File: src/pkg/qpsp_pkg.sv
package qpsp_pkg;

    // Clock and times
    localparam int CLOCK_PERIOD_NS             = 4;
    localparam int GLITCH_FILTER_SPAN_NS       = 200;
    localparam int GLITCH_CYCLES               = (GLITCH_FILTER_SPAN_NS / CLOCK_PERIOD_NS < 1) ? 1
                                                 : GLITCH_FILTER_SPAN_NS / CLOCK_PERIOD_NS;
    localparam int WIPER_SETTLE_DELAY_US       = 5;
    localparam int WIPER_SETTLE_CYCLES         = (WIPER_SETTLE_DELAY_US * 1000
                                                  + CLOCK_PERIOD_NS - 1)
                                                 / CLOCK_PERIOD_NS;
    localparam int NONVOLATILE_PROGRAM_TIME_MS = 5;
    localparam int PROGRAM_CYCLES              = NONVOLATILE_PROGRAM_TIME_MS * 1000000
                                                 / CLOCK_PERIOD_NS;

    // Slave address; value is arbitrary
    localparam logic [3:0] DEVICE_TYPE_CODE = 4'hA;

    // Instruction opcodes
    localparam logic [3:0] OP_READ_WIPER    = 4'h9;
    localparam logic [3:0] OP_WRITE_WIPER   = 4'hA;
    localparam logic [3:0] OP_READ_SETTING  = 4'hB;
    localparam logic [3:0] OP_WRITE_SETTING = 4'hC;

    // Instruction byte fields
    localparam int OPCODE_LSB  = 4;
    localparam int SETTING_LSB = 2;
    localparam int POT_LSB     = 0;

    // Bit counter marks
    localparam logic [3:0] BIT_LAST_DATA = 4'h7;
    localparam logic [3:0] BIT_ACK_DRIVE = 4'h8;
    localparam logic [3:0] BIT_ACK_DONE  = 4'h9;

    // Values after reset
    localparam logic [7:0] SETTING_RESET = 8'h80;
    localparam logic [7:0] WIPER_RESET   = 8'h00;
    localparam logic [1:0] POWER_ON_SETTING_SLOT = 2'h0;

    typedef enum logic [2:0] {
        ST_IDLE,
        ST_ADDR,
        ST_INSTR,
        ST_WDATA,
        ST_RDATA,
        ST_WAITSTOP
    } qpsp_state_t;

    typedef enum logic {
        CMD_WIPER,
        CMD_PROGRAM
    } qpsp_cmd_t;

    function automatic logic [3:0] qpsp_slot(input logic [1:0] pot, input logic [1:0] sel);
        return {pot, sel};
    endfunction

endpackage

File: src/pkg/qpsp_store_if.sv
interface qpsp_store_if;
    import qpsp_pkg::*;

    logic            cmdValid;
    qpsp_cmd_t       cmdKind;
    logic [1:0]      potSel;
    logic [1:0]      settingSel;
    logic [7:0]      cmdData;
    logic [7:0]      wiperRead;
    logic [7:0]      settingRead;
    logic [3:0][7:0] wiperAll;
    logic            busy;

    modport ctrl (
        output cmdValid, cmdKind, potSel, settingSel, cmdData,
        input  wiperRead, settingRead, wiperAll, busy
    );

    modport store (
        input  cmdValid, cmdKind, potSel, settingSel, cmdData,
        output wiperRead, settingRead, wiperAll, busy
    );
endinterface

File: src/logic/qpsp_line_filter.sv
module qpsp_line_filter
    import qpsp_pkg::*;
#(
    parameter int SPAN = GLITCH_CYCLES
) (
    // Clock and reset
    input  wire logic clock,
    input  wire logic reset_n,
    input  wire logic enable,
    // Line
    input  wire logic lineIn,
    output logic      lineOut
);
    localparam int CW = $clog2(SPAN + 1);

    logic          meta;
    logic          stable;
    logic [CW-1:0] count;
    logic [CW-1:0] next_count;
    logic          next_lineOut;

    // Idle bus level is high
    always_ff @(posedge clock or negedge reset_n) begin
        if (!reset_n) begin
            meta    <= 1'b1;
            stable  <= 1'b1;
            count   <= '0;
            lineOut <= 1'b1;
        end else if (enable) begin
            meta    <= lineIn;
            stable  <= meta;
            count   <= next_count;
            lineOut <= next_lineOut;
        end
    end

    // Level must hold for the whole span before it is passed on
    always_comb begin
        next_count   = count;
        next_lineOut = lineOut;
        if (stable == lineOut) begin
            next_count = '0;
        end else if (count == CW'(SPAN - 1)) begin
            next_count   = '0;
            next_lineOut = stable;
        end else begin
            next_count = count + CW'(1);
        end
    end
endmodule

File: src/logic/qpsp_setting_store.sv
module qpsp_setting_store
    import qpsp_pkg::*;
#(
    parameter int PROGRAM_CYCLES_P = PROGRAM_CYCLES,
    parameter int SETTLE_CYCLES_P  = WIPER_SETTLE_CYCLES
) (
    // Clock and reset
    input  wire logic   clock,
    input  wire logic   reset_n,
    input  wire logic   enable,
    // Command side
    qpsp_store_if.store bus
);
    localparam int PW = $clog2(PROGRAM_CYCLES_P + 1);
    localparam int SW = $clog2(SETTLE_CYCLES_P + 1);

    logic [7:0]      settings [16];
    logic [7:0]      next_settings [16];
    logic [3:0][7:0] wiper;
    logic [3:0][7:0] next_wiper;
    logic            loadPending, next_loadPending;
    logic            wiperPend, next_wiperPend;
    logic [1:0]      wiperPot, next_wiperPot;
    logic [7:0]      wiperTarget, next_wiperTarget;
    logic [SW-1:0]   settleCnt, next_settleCnt;
    logic            progActive, next_progActive;
    logic [3:0]      progSlot, next_progSlot;
    logic [7:0]      progData, next_progData;
    logic [PW-1:0]   progCnt, next_progCnt;

    assign bus.wiperAll    = wiper;
    assign bus.wiperRead   = wiper[bus.potSel];
    assign bus.settingRead = settings[qpsp_slot(bus.potSel, bus.settingSel)];
    assign bus.busy        = progActive;

    always_ff @(posedge clock or negedge reset_n) begin
        if (!reset_n) begin
            for (int i = 0; i < 16; i++) settings[i] <= SETTING_RESET;
            wiper       <= {4{WIPER_RESET}};
            loadPending <= 1'b1;
            wiperPend   <= 1'b0;
            wiperPot    <= 2'h0;
            wiperTarget <= 8'h00;
            settleCnt   <= '0;
            progActive  <= 1'b0;
            progSlot    <= 4'h0;
            progData    <= 8'h00;
            progCnt     <= '0;
        end else if (enable) begin
            settings    <= next_settings;
            wiper       <= next_wiper;
            loadPending <= next_loadPending;
            wiperPend   <= next_wiperPend;
            wiperPot    <= next_wiperPot;
            wiperTarget <= next_wiperTarget;
            settleCnt   <= next_settleCnt;
            progActive  <= next_progActive;
            progSlot    <= next_progSlot;
            progData    <= next_progData;
            progCnt     <= next_progCnt;
        end
    end

    always_comb begin
        next_settings    = settings;
        next_wiper       = wiper;
        next_loadPending = 1'b0;
        next_wiperPend   = wiperPend;
        next_wiperPot    = wiperPot;
        next_wiperTarget = wiperTarget;
        next_settleCnt   = settleCnt;
        next_progActive  = progActive;
        next_progSlot    = progSlot;
        next_progData    = progData;
        next_progCnt     = progCnt;
        // First enabled cycle after reset recalls the stored setting
        if (loadPending) begin
            for (int p = 0; p < 4; p++) begin
                next_wiper[p] = settings[qpsp_slot(2'(p), POWER_ON_SETTING_SLOT)];
            end
        end
        if (wiperPend) begin
            if (settleCnt == SW'(SETTLE_CYCLES_P - 1)) begin
                next_wiper[wiperPot] = wiperTarget;
                next_wiperPend       = 1'b0;
            end else begin
                next_settleCnt = settleCnt + SW'(1);
            end
        end
        if (progActive) begin
            if (progCnt == PW'(PROGRAM_CYCLES_P - 1)) begin
                next_settings[progSlot] = progData;
                next_progActive         = 1'b0;
            end else begin
                next_progCnt = progCnt + PW'(1);
            end
        end
        // A new wiper write restarts the settle delay
        if (bus.cmdValid && bus.cmdKind == CMD_WIPER) begin
            next_wiperPend   = 1'b1;
            next_wiperPot    = bus.potSel;
            next_wiperTarget = bus.cmdData;
            next_settleCnt   = '0;
        end
        if (bus.cmdValid && bus.cmdKind == CMD_PROGRAM && !progActive) begin
            next_progActive = 1'b1;
            next_progSlot   = qpsp_slot(bus.potSel, bus.settingSel);
            next_progData   = bus.cmdData;
            next_progCnt    = '0;
        end
    end
endmodule

File: src/logic/qpsp_serial_slave.sv
// Operation
// - START is data falling while clock high; nothing is answered before one.
// - STOP is data rising while clock high.
// - Data steady while clock high; any change there is START or STOP.
// - Master makes the clock; this port is slave only, never drives it.
// - Address is type code in upper four bits, strap pins below.
// - Address byte is acknowledged only on a full match with the straps.
// - Receiver pulls data low on the ninth clock to acknowledge.
// - Every byte of a selected write is acknowledged, except stored setting data bytes while the protect pin is low.
// - Instruction byte is opcode, then setting select, then pot select.
// - Stored setting write begins programming at the closing STOP.
// - While programming, data line stays released and nothing is acknowledged.
// - Programming finishes within the programming time after the STOP.
// - Read shifts out eight bits, releases, samples master ack, repeats.
// - Without a master ack the port stops sending and waits for STOP.
// - Wiper moves after the settle delay following a wiper write.
// - Clock and data inputs are glitch filtered.
// - Polling address gets no ack while busy, an ack once done.
// - Protect pin low refuses stored setting data bytes.
// - At power-up each wiper loads from its first stored setting.
module qpsp_serial_slave
    import qpsp_pkg::*;
#(
    parameter int PROGRAM_CYCLES_P = PROGRAM_CYCLES
) (
    // Clock and reset
    input  wire logic        clock,
    input  wire logic        reset_n,
    input  wire logic        enable,
    // Serial bus pins
    input  wire logic        serialClock,
    input  wire logic        serialDataIn,
    output logic             serialDataOut,
    output logic             serialDataOe,
    // Address straps and protection
    input  wire logic        addressStrapBit0,
    input  wire logic        addressStrapBit1,
    input  wire logic        addressStrapBit2,
    input  wire logic        addressStrapBit3,
    input  wire logic        writeProtect_n,
    // Potentiometer state
    output logic [3:0][7:0]  wiperPosition,
    output logic             programBusy
);
    qpsp_store_if bus ();

    logic        sclF;
    logic        sdaF;
    logic        sclPrev;
    logic        sdaPrev;
    logic [4:0]  pinMeta;
    logic [4:0]  pinSync;
    logic [3:0]  strap;
    logic        wpHigh;

    qpsp_state_t state, next_state;
    logic [3:0]  bitCnt, next_bitCnt;
    logic [7:0]  shiftIn, next_shiftIn;
    logic [7:0]  txShift, next_txShift;
    logic        sdaDrive, next_sdaDrive;
    logic [3:0]  opcode, next_opcode;
    logic [1:0]  settingSel, next_settingSel;
    logic [1:0]  potSel, next_potSel;
    logic        firstData, next_firstData;
    logic        progPending, next_progPending;
    logic        masterAck, next_masterAck;
    logic        cmdValid, next_cmdValid;
    qpsp_cmd_t   cmdKind, next_cmdKind;
    logic [7:0]  cmdData, next_cmdData;

    logic        sclRise, sclFall, sdaRise, sdaFall;
    logic [7:0]  readByte;

    qpsp_line_filter #(.SPAN(GLITCH_CYCLES)) u_scl_filter (
        .clock   (clock),
        .reset_n (reset_n),
        .enable  (enable),
        .lineIn  (serialClock),
        .lineOut (sclF)
    );

    qpsp_line_filter #(.SPAN(GLITCH_CYCLES)) u_sda_filter (
        .clock   (clock),
        .reset_n (reset_n),
        .enable  (enable),
        .lineIn  (serialDataIn),
        .lineOut (sdaF)
    );

    qpsp_setting_store #(.PROGRAM_CYCLES_P(PROGRAM_CYCLES_P)) u_store (
        .clock   (clock),
        .reset_n (reset_n),
        .enable  (enable),
        .bus     (bus.store)
    );

    // Straps may be driven live, so they are resampled every cycle
    always_ff @(posedge clock or negedge reset_n) begin
        if (!reset_n) begin
            pinMeta <= 5'h00;
            pinSync <= 5'h00;
            sclPrev <= 1'b1;
            sdaPrev <= 1'b1;
        end else if (enable) begin
            pinMeta <= {writeProtect_n, addressStrapBit3, addressStrapBit2,
                        addressStrapBit1, addressStrapBit0};
            pinSync <= pinMeta;
            sclPrev <= sclF;
            sdaPrev <= sdaF;
        end
    end

    assign strap   = pinSync[3:0];
    assign wpHigh  = pinSync[4];
    assign sclRise = sclF & ~sclPrev;
    assign sclFall = ~sclF & sclPrev;
    assign sdaRise = sdaF & ~sdaPrev;
    assign sdaFall = ~sdaF & sdaPrev;

    assign readByte = (opcode == OP_READ_WIPER) ? bus.wiperRead : bus.settingRead;

    assign bus.cmdValid   = cmdValid;
    assign bus.cmdKind    = cmdKind;
    assign bus.potSel     = potSel;
    assign bus.settingSel = settingSel;
    assign bus.cmdData    = cmdData;

    // Open drain: only ever pulls low, clock is never driven
    assign serialDataOut = 1'b0;
    assign serialDataOe  = sdaDrive;
    assign wiperPosition = bus.wiperAll;
    assign programBusy   = bus.busy;

    always_ff @(posedge clock or negedge reset_n) begin
        if (!reset_n) begin
            state       <= ST_IDLE;
            bitCnt      <= 4'h0;
            shiftIn     <= 8'h00;
            txShift     <= 8'h00;
            sdaDrive    <= 1'b0;
            opcode      <= 4'h0;
            settingSel  <= 2'h0;
            potSel      <= 2'h0;
            firstData   <= 1'b0;
            progPending <= 1'b0;
            masterAck   <= 1'b0;
            cmdValid    <= 1'b0;
            cmdKind     <= CMD_WIPER;
            cmdData     <= 8'h00;
        end else if (enable) begin
            state       <= next_state;
            bitCnt      <= next_bitCnt;
            shiftIn     <= next_shiftIn;
            txShift     <= next_txShift;
            sdaDrive    <= next_sdaDrive;
            opcode      <= next_opcode;
            settingSel  <= next_settingSel;
            potSel      <= next_potSel;
            firstData   <= next_firstData;
            progPending <= next_progPending;
            masterAck   <= next_masterAck;
            cmdValid    <= next_cmdValid;
            cmdKind     <= next_cmdKind;
            cmdData     <= next_cmdData;
        end
    end

    always_comb begin
        next_state       = state;
        next_bitCnt      = bitCnt;
        next_shiftIn     = shiftIn;
        next_txShift     = txShift;
        next_sdaDrive    = sdaDrive;
        next_opcode      = opcode;
        next_settingSel  = settingSel;
        next_potSel      = potSel;
        next_firstData   = firstData;
        next_progPending = progPending;
        next_masterAck   = masterAck;
        next_cmdValid    = 1'b0;
        next_cmdKind     = cmdKind;
        next_cmdData     = cmdData;
        if (sclF && sdaFall) begin
            // Busy programming: START is ignored, so polling gets no ack
            next_bitCnt      = 4'h0;
            next_sdaDrive    = 1'b0;
            next_progPending = 1'b0;
            next_state       = bus.busy ? ST_IDLE : ST_ADDR;
        end else if (sclF && sdaRise) begin
            // Protect pin dropping before the STOP cancels the program
            if (progPending && wpHigh) begin
                next_cmdValid = 1'b1;
                next_cmdKind  = CMD_PROGRAM;
            end
            next_progPending = 1'b0;
            next_sdaDrive    = 1'b0;
            next_state       = ST_IDLE;
        end else if (sclRise) begin
            case (state)
                ST_ADDR, ST_INSTR, ST_WDATA: begin
                    if (bitCnt <= BIT_LAST_DATA) begin
                        next_shiftIn = {shiftIn[6:0], sdaF};
                    end
                    next_bitCnt = bitCnt + 4'h1;
                end
                ST_RDATA: begin
                    if (bitCnt == BIT_ACK_DRIVE) begin
                        next_masterAck = ~sdaF;
                    end
                    next_bitCnt = bitCnt + 4'h1;
                end
                default: begin
                end
            endcase
        end else if (sclFall) begin
            case (state)
                ST_ADDR, ST_INSTR, ST_WDATA: begin
                    if (bitCnt == BIT_ACK_DRIVE) begin
                        next_sdaDrive = 1'b1;
                        if (state == ST_ADDR) begin
                            if (shiftIn != {DEVICE_TYPE_CODE, strap}) begin
                                next_sdaDrive = 1'b0;
                                next_state    = ST_IDLE;
                            end
                        end else if (state == ST_INSTR) begin
                            next_opcode     = shiftIn[OPCODE_LSB +: 4];
                            next_settingSel = shiftIn[SETTING_LSB +: 2];
                            next_potSel     = shiftIn[POT_LSB +: 2];
                        end else if (firstData && opcode == OP_WRITE_SETTING && !wpHigh) begin
                            next_sdaDrive = 1'b0;
                            next_state    = ST_WAITSTOP;
                        end else begin
                            // Bytes after the first are acked and dropped
                            next_firstData = 1'b0;
                            if (firstData && opcode == OP_WRITE_WIPER) begin
                                next_cmdValid = 1'b1;
                                next_cmdKind  = CMD_WIPER;
                                next_cmdData  = shiftIn;
                            end else if (firstData && opcode == OP_WRITE_SETTING) begin
                                next_progPending = 1'b1;
                                next_cmdData     = shiftIn;
                            end
                        end
                    end else if (bitCnt == BIT_ACK_DONE) begin
                        next_sdaDrive = 1'b0;
                        next_bitCnt   = 4'h0;
                        if (state == ST_ADDR) begin
                            next_state = ST_INSTR;
                        end else if (state == ST_INSTR) begin
                            if (opcode == OP_READ_WIPER || opcode == OP_READ_SETTING) begin
                                next_state    = ST_RDATA;
                                next_txShift  = readByte;
                                next_sdaDrive = ~readByte[7];
                            end else begin
                                next_state     = ST_WDATA;
                                next_firstData = 1'b1;
                            end
                        end
                    end
                end
                ST_RDATA: begin
                    if (bitCnt < BIT_ACK_DRIVE) begin
                        next_txShift  = {txShift[6:0], 1'b0};
                        next_sdaDrive = ~txShift[6];
                    end else if (bitCnt == BIT_ACK_DRIVE) begin
                        next_sdaDrive = 1'b0;
                    end else begin
                        next_bitCnt = 4'h0;
                        if (masterAck) begin
                            next_txShift  = readByte;
                            next_sdaDrive = ~readByte[7];
                        end else begin
                            next_state = ST_WAITSTOP;
                        end
                    end
                end
                default: begin
                end
            endcase
        end
    end
endmodule

File: config.mk
export PLATFORM = sky130hd
export DESIGN_NAME = qpsp_serial_slave
export DESIGN_NICKNAME = d
export VERILOG_FILES = /design/src/pkg/qpsp_pkg.sv /design/src/pkg/qpsp_store_if.sv /design/src/logic/qpsp_line_filter.sv /design/src/logic/qpsp_setting_store.sv /design/src/logic/qpsp_serial_slave.sv
export SDC_FILE = /design/constraint.sdc
export NUM_CORES = 1
export LEC_CHECK = 0
export ABC_CLOCK_PERIOD_IN_PS = 9700
export BUFFER_PORTS_ARGS = -buffer_cell sky130_fd_sc_hd__buf_2
export CAP_MARGIN = 5
export CORE_AREA = 4 4 184 150
export CTS_CLUSTER_DIAMETER = 80
export CTS_CLUSTER_SIZE = 14
export DETAILED_ROUTE_END_ITERATION = 6
export DIE_AREA = 0 0 188 154
export GPL_TIMING_DRIVEN = 0
export PLACE_DENSITY = 0.73
export SYNTH_ARGS = -nofsm -noshare
export SYNTH_HDL_FRONTEND = slang
export SYNTH_SLANG_ARGS = --single-unit
File: constraint.sdc
create_clock -name clock -period 9.7 [get_ports clock]
set_clock_uncertainty 0.2 [all_clocks]
set_input_delay 1.94 -clock clock [delete_from_list [all_inputs] [get_ports clock]]
set_output_delay 1.94 -clock clock [all_outputs]
set_load 0.01 [all_outputs]
Yosys cells after proc, flatten, opt, wreduce, memory -nomap -nowiden
Index checks and enable logic that the tools add are counted.
W data, S select, Z words.
{ "word_totals": {"regBits": 291, "in_bits": 10, "out_inout_bits": 35, "wordCells": 323} }
{ "classes": {"addsub": 5, "n_lt_le_gt_ge": 8, "eq_ne": 56, "muxes": 127, "bitwise_logic": 21, "n_reduce_logical": 51} }
{ "op_table": {"columns": ["operator", "n"], "rows": [
  ["$bwmux W128", 1],
  ["$mux W32", 3],
  ["$mux W8", 8],
  ["$mux W1", 63],
  ["$mux W21", 3],
  ["$mux W7", 8],
  ["$mux W3", 16],
  ["$mux W4", 9],
  ["$mux W11", 3],
  ["$bmux W8 S4", 1],
  ["$bwmux W32", 1],
  ["$demux W8 S4", 1],
  ["$ne A2 B2 Y1 const B", 15],
  ["$ne A6 B6 Y1 const B", 5],
  ["$ne A4 B4 Y1 const B", 7],
  ["$reduce_and A13 Y1", 2],
  ["$eq A4 B4 Y1 const B", 6],
  ["$mux W6", 4],
  ["$reduce_and A11 Y1", 2],
  ["$add A21 B1 Y21 const B", 1],
  ["$eq A21 B21 Y1 const B", 1],
  ["$reduce_bool A2 Y1", 10],
  ["$ne A3 B3 Y1 const B", 6],
  ["$reduce_and A6 Y1", 3],
  ["41 further kinds", 89]
]} }

Logic depth before layout (Yosys ltp)
Gate-level depths: netlist (run 1).
{ "depth": {"word_depth": 16, "mapped_depth": 10} }

Cells and area by module
Synthesis (run 1) repeated with hierarchy kept, for this count alone.
{ "unflattened": {"cells_unflattened": 1156, "area_unflattened_um2": 14247.4} }
{ "modules_own_cells": {"columns": ["mod", "n_inst", "cells_per_inst", "area_per_inst_um2"], "rows": [
  ["qpsp_setting_store", 1, 797, 10284.9],
  ["qpsp_serial_slave", 1, 269, 2989.1],
  ["qpsp_line_filter", 2, 45, 486.7]
]} }

Worst setup path after synthesis (run 1)
Ideal clock, no wire load.
{ "synth_path": {"kind": "in2reg", "startpoint": "input enable", "endpoint": "register txShift[1]", "setup_ps": 155, "arrival_ps": 3443, "t_required_ps": 9345, "setup_slack_ps": 5902, "cell_stages": 7, "path_buffers": 1, "cell_sequence": "clkbuf_1 -> nand3b_1 -> a21oi_1 -> nand2_1 -> nor4_1 -> and3_1 -> a311oi_1"} }
{ "synth_via": {"elab_chain_cells": 1} }
{ "synth_lines": {"columns": ["item", "line", "text"], "rows": [
  ["from (decl)", "qpsp_serial_slave.sv:29", "input wire logic enable,"],
  ["$reduce_and A13 Y1 (no line)", null, null],
  ["to (signal assigned)", "qpsp_serial_slave.sv:154", "txShift <= next_txShift;"],
  ["to (decl)", "qpsp_serial_slave.sv:59", "logic [7:0] txShift, next_txShift;"]
]} }
No other way between the ends.
A chain may end at the register's enable or synchronous reset.

Worst setup path in the final report (run 1)
{ "layout_path": {"startpoint": "input enable", "endpoint": "register txShift[2]"} }
The elaborated chain is that of the path after synthesis.

==> metrics.cfg, run 1 <==
[run_status]
status=complete, no violations

[die]
core-area_mm2=0.0259
die_w_um=188
core.rowCount=53
die_h_um=154
design.die.area_mm2=0.0290
start_util_pct=53.9
ios=45

[global_route]
grt_usage_pct=24.1
antenna_found_initial=0
grt_max_degree=115
grt_pass1_wl_um=55800
grt_pass1_vias=9663
grt-ovfl-total=0

[routing]
firstDrtPassIters=6
vias_per_cell=6.18
route.detailed.drc=0
route.final.wire_length_um=35000
antenna_left=0
via_count=9898
drtIter0Drc=1048
drt-wirelength-per-cell_um=21.9

[clock_tree]
path_clk_slew_ns=0.06
clock-root-buffer=clkbuf_16
post_cts_buffers=0
clk-insertion-delay-late_ns=0.52
cts_tree=done
cts_buffers=24
cts.sinks=291
cts_max_path_buffers=3
cts_hold_buf=0
htree_levels=1
cts_resized=0

[synthesis]
synth_fa_ha_area_share_pct=1.07
yosysMostFrequentCell=dfrtp_1
synthesis.instances=1157
synth_xor_area_share_pct=1.44
synth_area_leader_cell=dfrtp_1
seq_area_frac_synth_pct=52.3
yosysTopAreaCellShare_pct=47.6
synth.area.mux_share_pct=22.7
synth_top_family_by_area=multiplexers
synthSimpleGateAreaFrac_pct=11.6
synth_area_mm2=0.0140
synth_common_cells=dfrtp_1 (266), mux2_2 (174), nand2_1 (88), nor2_1 (81), a21oi_1 (60)
async_flop_share_pct=100
synth.distinct_cells=68
synth-compound-area-share_pct=8.32
synth_edf_count=0
syn-num-nets=1179
synth_area_per_cell_um2=12.1
synth-seq-cells=291
yosysWarnings=0
synthTopCellsByArea=dfrtp_1 (48%), mux2_2 (14%), mux4_2 (7.3%)
synth_flop_cell=dfrtp_1

[hold_path]
whs_path_depth=1
hold_path_class=reg2reg

[layout]
antennaDiodeCount=0
syn_to_final_growth_pct=10.2
drive_above_1_share_pct=27.5
fillers=2032
nNetsFinal=1250

[critical_path]
arrival_ns=4.59
worstRegToRegCells=6
rrSetupSlack_ns=6.09
start_kind=input pin
setup.worst_path.end_class=register
worstPathRequired_ns=9.92
crit_end=txShift[2]
cp-startpoint=enable
critPathKind=in2reg
timing.rr.start=bus.settingSel[0]
reg2reg_to=txShift[5]
cp_max_fo=10

[power]
p_leak_nw=6.82
powerDensity_mw_per_mm2=155
ir_drop_mv=0.120

[timing]
timing.hold.ws_ns=0.303
rsz0062_at_grt=no
setup_viol=0
worstMarginPinSlew_ns=1.26
finalMaxSlewViolations=0
hold_viol=0
slew_headroom_pct=15.2
clock.fmax_ghz=0.229
fin_crit_ns=4.37
setup-tns-final_ns=0
fin_crit_sh_pct=45.1

[place]
portBuffers=43
place_congestion=0.896
hpwl_um=25500

[flow_run]
max_cap_violations=0

[layer usage]
metal | vias to the layer above | global-route usage (%) | share of wire [%]
li1 | 4397 | - | -
met2 | 358 | 35.8 | 43
met5 | - | 0 | 0
met4 | 0 | 4.23 | 1.9
met1 | 5096 | 37.4 | 47
met3 | 47 | 4.99 | 8.0
[worst min-delay path by stage]
stage / from / endpoint / slack (ns)
4_1_cts: u_store.settings[41] / u_store.settings[41] / 0.31
5_1_grt: u_store.settings[18] / u_store.settings[18] / 0.32
3_5_place_dp: pinMeta[4] / pinSync[4] / 0.29
6_report: u_store.settings[41] / u_store.settings[41] / 0.30
2_1_floorplan: bus.cmdData[0] / u_store.progData[0] / 0.25
3_3_place_gp: u_store.settings[50] / u_store.settings[50] / 0.28
[kinds of logic after synthesis]
kind of cell,Yosys count
AO/OA/AOI/OAI,192
XOR/XNOR,23
adder cells (fa/ha/maj),12
buffers and inverters,89
flip-flops,291
multiplexers,235
other,1
AND/OR/NAND/NOR,314
[layout make-up]
type                            count  area (µm²)  share of cell area, %
Timing Repair Buffer               45         280                   1.82
Clock buffer                       42         699                   4.54
Buffer                             59         240                   1.56
Multi-Input combinational cell    777        6310                   41.0
Tap cell                          357         447                   2.90
Inverter                           30         113                  0.731
Sequential cell                   291        7310                   47.5
[power breakdown]
| part | total (mW) | internal [mW] | leakage (nW) | switching [mW] |
|---|---|---|---|---|
| Clock | 0.909 | 0.486 | 0.334 | 0.423 |
| Combinational | 0.166 | 0.0680 | 2.68 | 0.0984 |
| Sequential | 1.31 | 1.26 | 3.81 | 0.0485 |
[metrics by stage]
step | util (%) | total power, mW | worst slack (ns) | instances | cell area (µm²)
after floorplan | - | 1.42 | 5.90 | 1157 | 14000
after global placement | 56.4 | 1.49 | 1.14 | 1557 | 14600
after detailed placement | 56.7 | 1.50 | 4.84 | 1559 | 14700
after CTS | 59.4 | 2.41 | 5.41 | 1601 | 15400
after global routing | 59.4 | 2.48 | 5.16 | 1601 | 15400
final | 59.4 | 2.39 | 5.33 | 1601 | 15400
[worst max-delay path: stages]
cell and delay [ns]:
buf_2 0.12, clkbuf_1 0.45, nand3b_1 0.16, a21oi_1 0.35, nand2_1 0.14, nor4_1 1.00, nand3_1 0.24, o211a_1 0.19
[layout by cell type (no fill, tap or decap), types with 30 or more instances in the layout]
cell,count
o22ai_1,35
inv_1,30
dfrtp_1,266
o21ai_0,45
mux2_2,174
clkbuf_1,67
a21oi_1,60
nand2_1,88
mux4_2,45
buf_2,42
nor2_1,81
[registers in the layout, summed over array words and instances, names as in the netlist, 5 cells and up]
register              count
u_store.settings        128
u_store.bus.wiperAll     32
u_store.progCnt          21
u_store.settleCnt        11
bus.cmdData               8
shiftIn                   8
u_store.progData          8
u_store.wiperTarget       8
txShift                   7
u_scl_filter.count        6
u_sda_filter.count        6
pinMeta                   5
pinSync                   5
Power figures use the tool's default switching activity.
==> inputs of run 2 (changes only) <==
- ABC_AREA: unset -> 1
- ABC_CLOCK_PERIOD_IN_PS: 9700 -> 3630
- CORE_AREA: 4 4 184 150 -> 4 4 190 155
- DIE_AREA: 0 0 188 154 -> 0 0 194 159
- PLACE_DENSITY: 0.73 -> 0.76
- clock period: 9.7 -> 3.63 ns (I/O delays scaled with it)
==> run 2 against run 1 <==
Against the previous run: core utilization up 0.90 points; synthesized cell count up 68%; total power rose to 2.9 times the previous value; first-iteration DRC count up 58%; via count up 43%; register-to-register slack worse by 5.4 ns; area after synthesis up 7.6%; die area up 6.5%; setup slack worse by 4.6 ns; combinational power rose to 4.6 times the previous value; final area up 6.9%.
==> metrics.cfg, run 2 <==
[run_status]
status=complete, no violations  ; unchanged

[routing]
route.detailed.drc=0  ; unchanged
antenna_left=0  ; unchanged
drtIter0Drc=1659  ; was 1,048
route.final.wire_length_um=49100  ; was 35,000 µm
drt-wirelength-per-cell_um=20.4  ; was 21.9 µm
vias_per_cell=5.89  ; was 6.18
firstDrtPassIters=5  ; was 6
via_count=14200  ; was 9,898

[global_route]
grt-ovfl-total=0  ; unchanged
antenna_found_initial=1  ; was 0
grt_pass1_vias=13300  ; was 9,663
grt_pass1_wl_um=76500  ; was 55,800 µm
grt_max_degree=123  ; was 115
grt_usage_pct=31.1  ; was 24.1%

[timing]
slew_headroom_pct=40.3  ; was 15.2%
fin_crit_sh_pct=80.4
worst_slack_ns=0.711  ; was 5.33 ns
timing.hold.ws_ns=0.00320  ; was 0.303 ns
fin_crit_ns=2.92
clock.fmax_ghz=0.343
worstMarginPinSlew_ns=0.895  ; was 1.26 ns
hold_viol=0  ; unchanged
finalMaxSlewViolations=0  ; unchanged
rsz0062_at_grt=no  ; unchanged
setup_viol=0  ; unchanged

[die]
core-area_mm2=0.0273  ; was 0.0259 mm²
ios=45  ; unchanged
die_h_um=159  ; was 154 µm
die_w_um=194  ; was 188 µm
start_util_pct=55.1  ; was 53.9%
design.die.area_mm2=0.0308  ; was 0.0290 mm²
core.rowCount=54  ; was 53

[power]
p_switching_mw=1.96  ; was 0.570 mW
ir_drop_mv=0.354  ; was 0.120 mV
p_comb_share_pct=11.2  ; was 7.0%
swShare_pct=28.6  ; was 23.9%
p_leak_nw=7.59  ; was 6.82 nW
internal-power_mw=4.89  ; was 1.82 mW
powerDensity_mw_per_mm2=416  ; was 155 mW/mm²
seq_power_share_pct=52.8  ; was 55.0%
power_frac_clock_pct=36.1  ; was 38.1%

[synthesis]
yosysWarnings=0  ; unchanged
synth_common_cells=nand2_1 (538), dfrtp_1 (266), o21ai_0 (245), nand3_1 (201), inv_1 (159)  ; was dfrtp_1 (266), mux2_2 (174), nand2_1 (88), nor2_1 (81), a21oi_1 (60)
syn-num-nets=1970  ; was 1,179
synth_area_mm2=0.0150  ; was 0.0140 mm²
synthTopCellsByArea=dfrtp_1 (44%), nand2_1 (13%), o21ai_0 (8.2%)  ; was dfrtp_1 (48%), mux2_2 (14%), mux4_2 (7.3%)
synthesis.instances=1948  ; was 1,157
synth_flop_cell=dfrtp_1  ; unchanged
seq_area_frac_synth_pct=48.7  ; was 52.3%
async_flop_share_pct=100  ; unchanged
synth-seq-cells=291  ; unchanged
yosysTopAreaCellShare_pct=44.3  ; was 47.6%
synth.distinct_cells=41  ; was 68
synth_area_per_cell_um2=7.72  ; was 12.1 µm²
yosysMostFrequentCell=nand2_1  ; was dfrtp_1
synth_edf_count=0  ; unchanged
synth_area_leader_cell=dfrtp_1  ; unchanged

[place]
hpwl_um=36100  ; was 25,500 µm
place_congestion=0.991  ; was 0.896
placed_area_mm2=0.0158  ; was 0.0147 mm²
dp.cells=2357  ; was 1,559
dp_slack_ns=0.682  ; was 4.84 ns
portBuffers=43  ; unchanged

[layout]
nNetsFinal=2041  ; was 1,250
largest_reg_flops=128  ; unchanged
final_util_pct=60.3  ; was 59.4%
syn_to_final_growth_pct=9.50  ; was 10.2%
mostFrequentLayoutCells=nand2_1 (538), dfrtp_1 (266), o21ai_0 (245), nand3_1 (201), inv_1 (159)  ; was dfrtp_1 (266), mux2_2 (174), nand2_1 (88), nor2_1 (81), clkbuf_1 (67)
fin_cells=2402  ; was 1,601
layout_commonest_cell=nand2_1  ; was dfrtp_1
largest-register=u_store.settings  ; unchanged
drive_above_1_share_pct=6.97  ; was 27.5%
postLayoutCellArea_mm2=0.0165  ; was 0.0154 mm²

[critical_path]
arrival_ns=3.11  ; was 4.59 ns
crit_family=simple AND/OR/NAND/NOR gates  ; unchanged
reg2reg_to=u_store.settings[102]  ; was txShift[5]
cpMaxStageDelayCell=dfrtp_1  ; was nor4_1
worstRegToRegCells=9  ; was 6
worstPathRequired_ns=3.82  ; was 9.92 ns
cp_max_fo=10  ; unchanged
crit_chain=ha_1, nand3_1, nor3_1, nand4_1, nor2_4, nand3_1, buf_2, nand2_1, o21ai_0  ; was buf_2, clkbuf_1, nand3b_1, a21oi_1, nand2_1, nor4_1, nand3_1, o211a_1
setup.worst_path.end_class=register  ; unchanged
rrSetupSlack_ns=0.71  ; was 6.09 ns
worst-path-buf-inv=1  ; was 2
cp_slowest_stage_delay_ns=0.48  ; was 1.00 ns
critPathKind=reg2reg  ; was in2reg
timing.rr.start=u_store.progCnt[0]  ; was bus.settingSel[0]
start_kind=register  ; was input pin
path_common_cell=nand3_1

[flow_run]
max_cap_violations=0  ; unchanged

[clock_tree]
cts.sinks=291  ; unchanged
cts_tree=done  ; unchanged
path_clk_slew_ns=0.07  ; was 0.06 ns
cts_buffers=24  ; unchanged
clk-insertion-delay-late_ns=0.55  ; was 0.52 ns
htree_levels=1  ; unchanged
clock-root-buffer=clkbuf_16  ; unchanged
post_cts_buffers=0  ; unchanged
cts_max_path_buffers=3  ; unchanged
cts_hold_buf=0  ; unchanged
cts_resized=0  ; unchanged

[hold_path]
hold_path_class=in2async  ; was reg2reg

==> run 2: cells by family (layout without fill, tap and decap cells) <==
| group | count (synthesis) | count (layout) | synth area share [%] |
|---|---|---|---|
| simple gates | 978 | 978 | 28.2 |
| compound gates | 380 | 380 | 13.5 |
| flops | 291 | 291 | 48.7 |
| buf+inv | 266 | 355 | 7.52 |
| xor+xnor | 20 | 20 | 1.17 |
| fa+ha+maj | 12 | 12 | 0.999 |
| other cells | 1 | 2 | 0.0249 |
==> run 2: layer usage <==
| metal | vias up | routed length (µm) | global-route usage, % |
|---|---|---|---|
| met1 | 6711 | 21800 | 48.4 |
| li1 | 6569 | - | - |
| met5 | - | 9 | 0 |
| met4 | 2 | 1690 | 8.98 |
| met3 | 122 | 5940 | 7.85 |
| met2 | 754 | 19700 | 43.2 |
==> run 2: power by group through the flow <==
stage | Sequential [mW] | Clock, mW | Combinational (mW)
after floorplan | 3.62 | 0 | 0.499
after global placement | 3.66 | 0 | 0.727
after detailed placement | 3.67 | 0 | 0.757
after CTS | 3.61 | 2.49 | 0.759
after global routing | 3.64 | 2.63 | 0.869
final | 3.61 | 2.47 | 0.766
==> run 2: final cells by class <==
class                           count  area (µm²)
Inverter                          165         619
Antenna cell                        1        2.50
Fill cell                        2545       10800
Timing Repair Buffer               45         280
Clock buffer                       42         668
Tap cell                          364         455
Sequential cell                   291        7310
Buffer                            101         510
Multi-Input combinational cell   1391        6590
Clock inverter                      2        21.3
==> run 2: worst max path at each step <==
| stage | endpoint | from | slack [ns] | cells after the start |
|---|---|---|---|---|
| 5_1_grt | u_store.settings[94] | u_store.progCnt[0] | 0.58 | 9 |
| 3_3_place_gp | u_sda_filter.count[3] | reset_n | -3.80 | 1 |
| 2_1_floorplan | bus.cmdData[6] | enable | 1.42 | 7 |
| 4_1_cts | u_store.settings[102] | u_store.progCnt[0] | 0.80 | 9 |
| 6_report | u_store.settings[102] | u_store.progCnt[0] | 0.71 | 9 |
| 3_5_place_dp | bus.cmdData[7] | enable | 0.68 | 8 |
==> run 2: per-stage QoR <==
step                      setup TNS, ns  power [mW]
after floorplan                       0        4.12
after global placement         -1049.22        4.39
after detailed placement              0        4.42
after CTS                             0        6.86
after global routing                  0        7.13
final                                 0        6.85
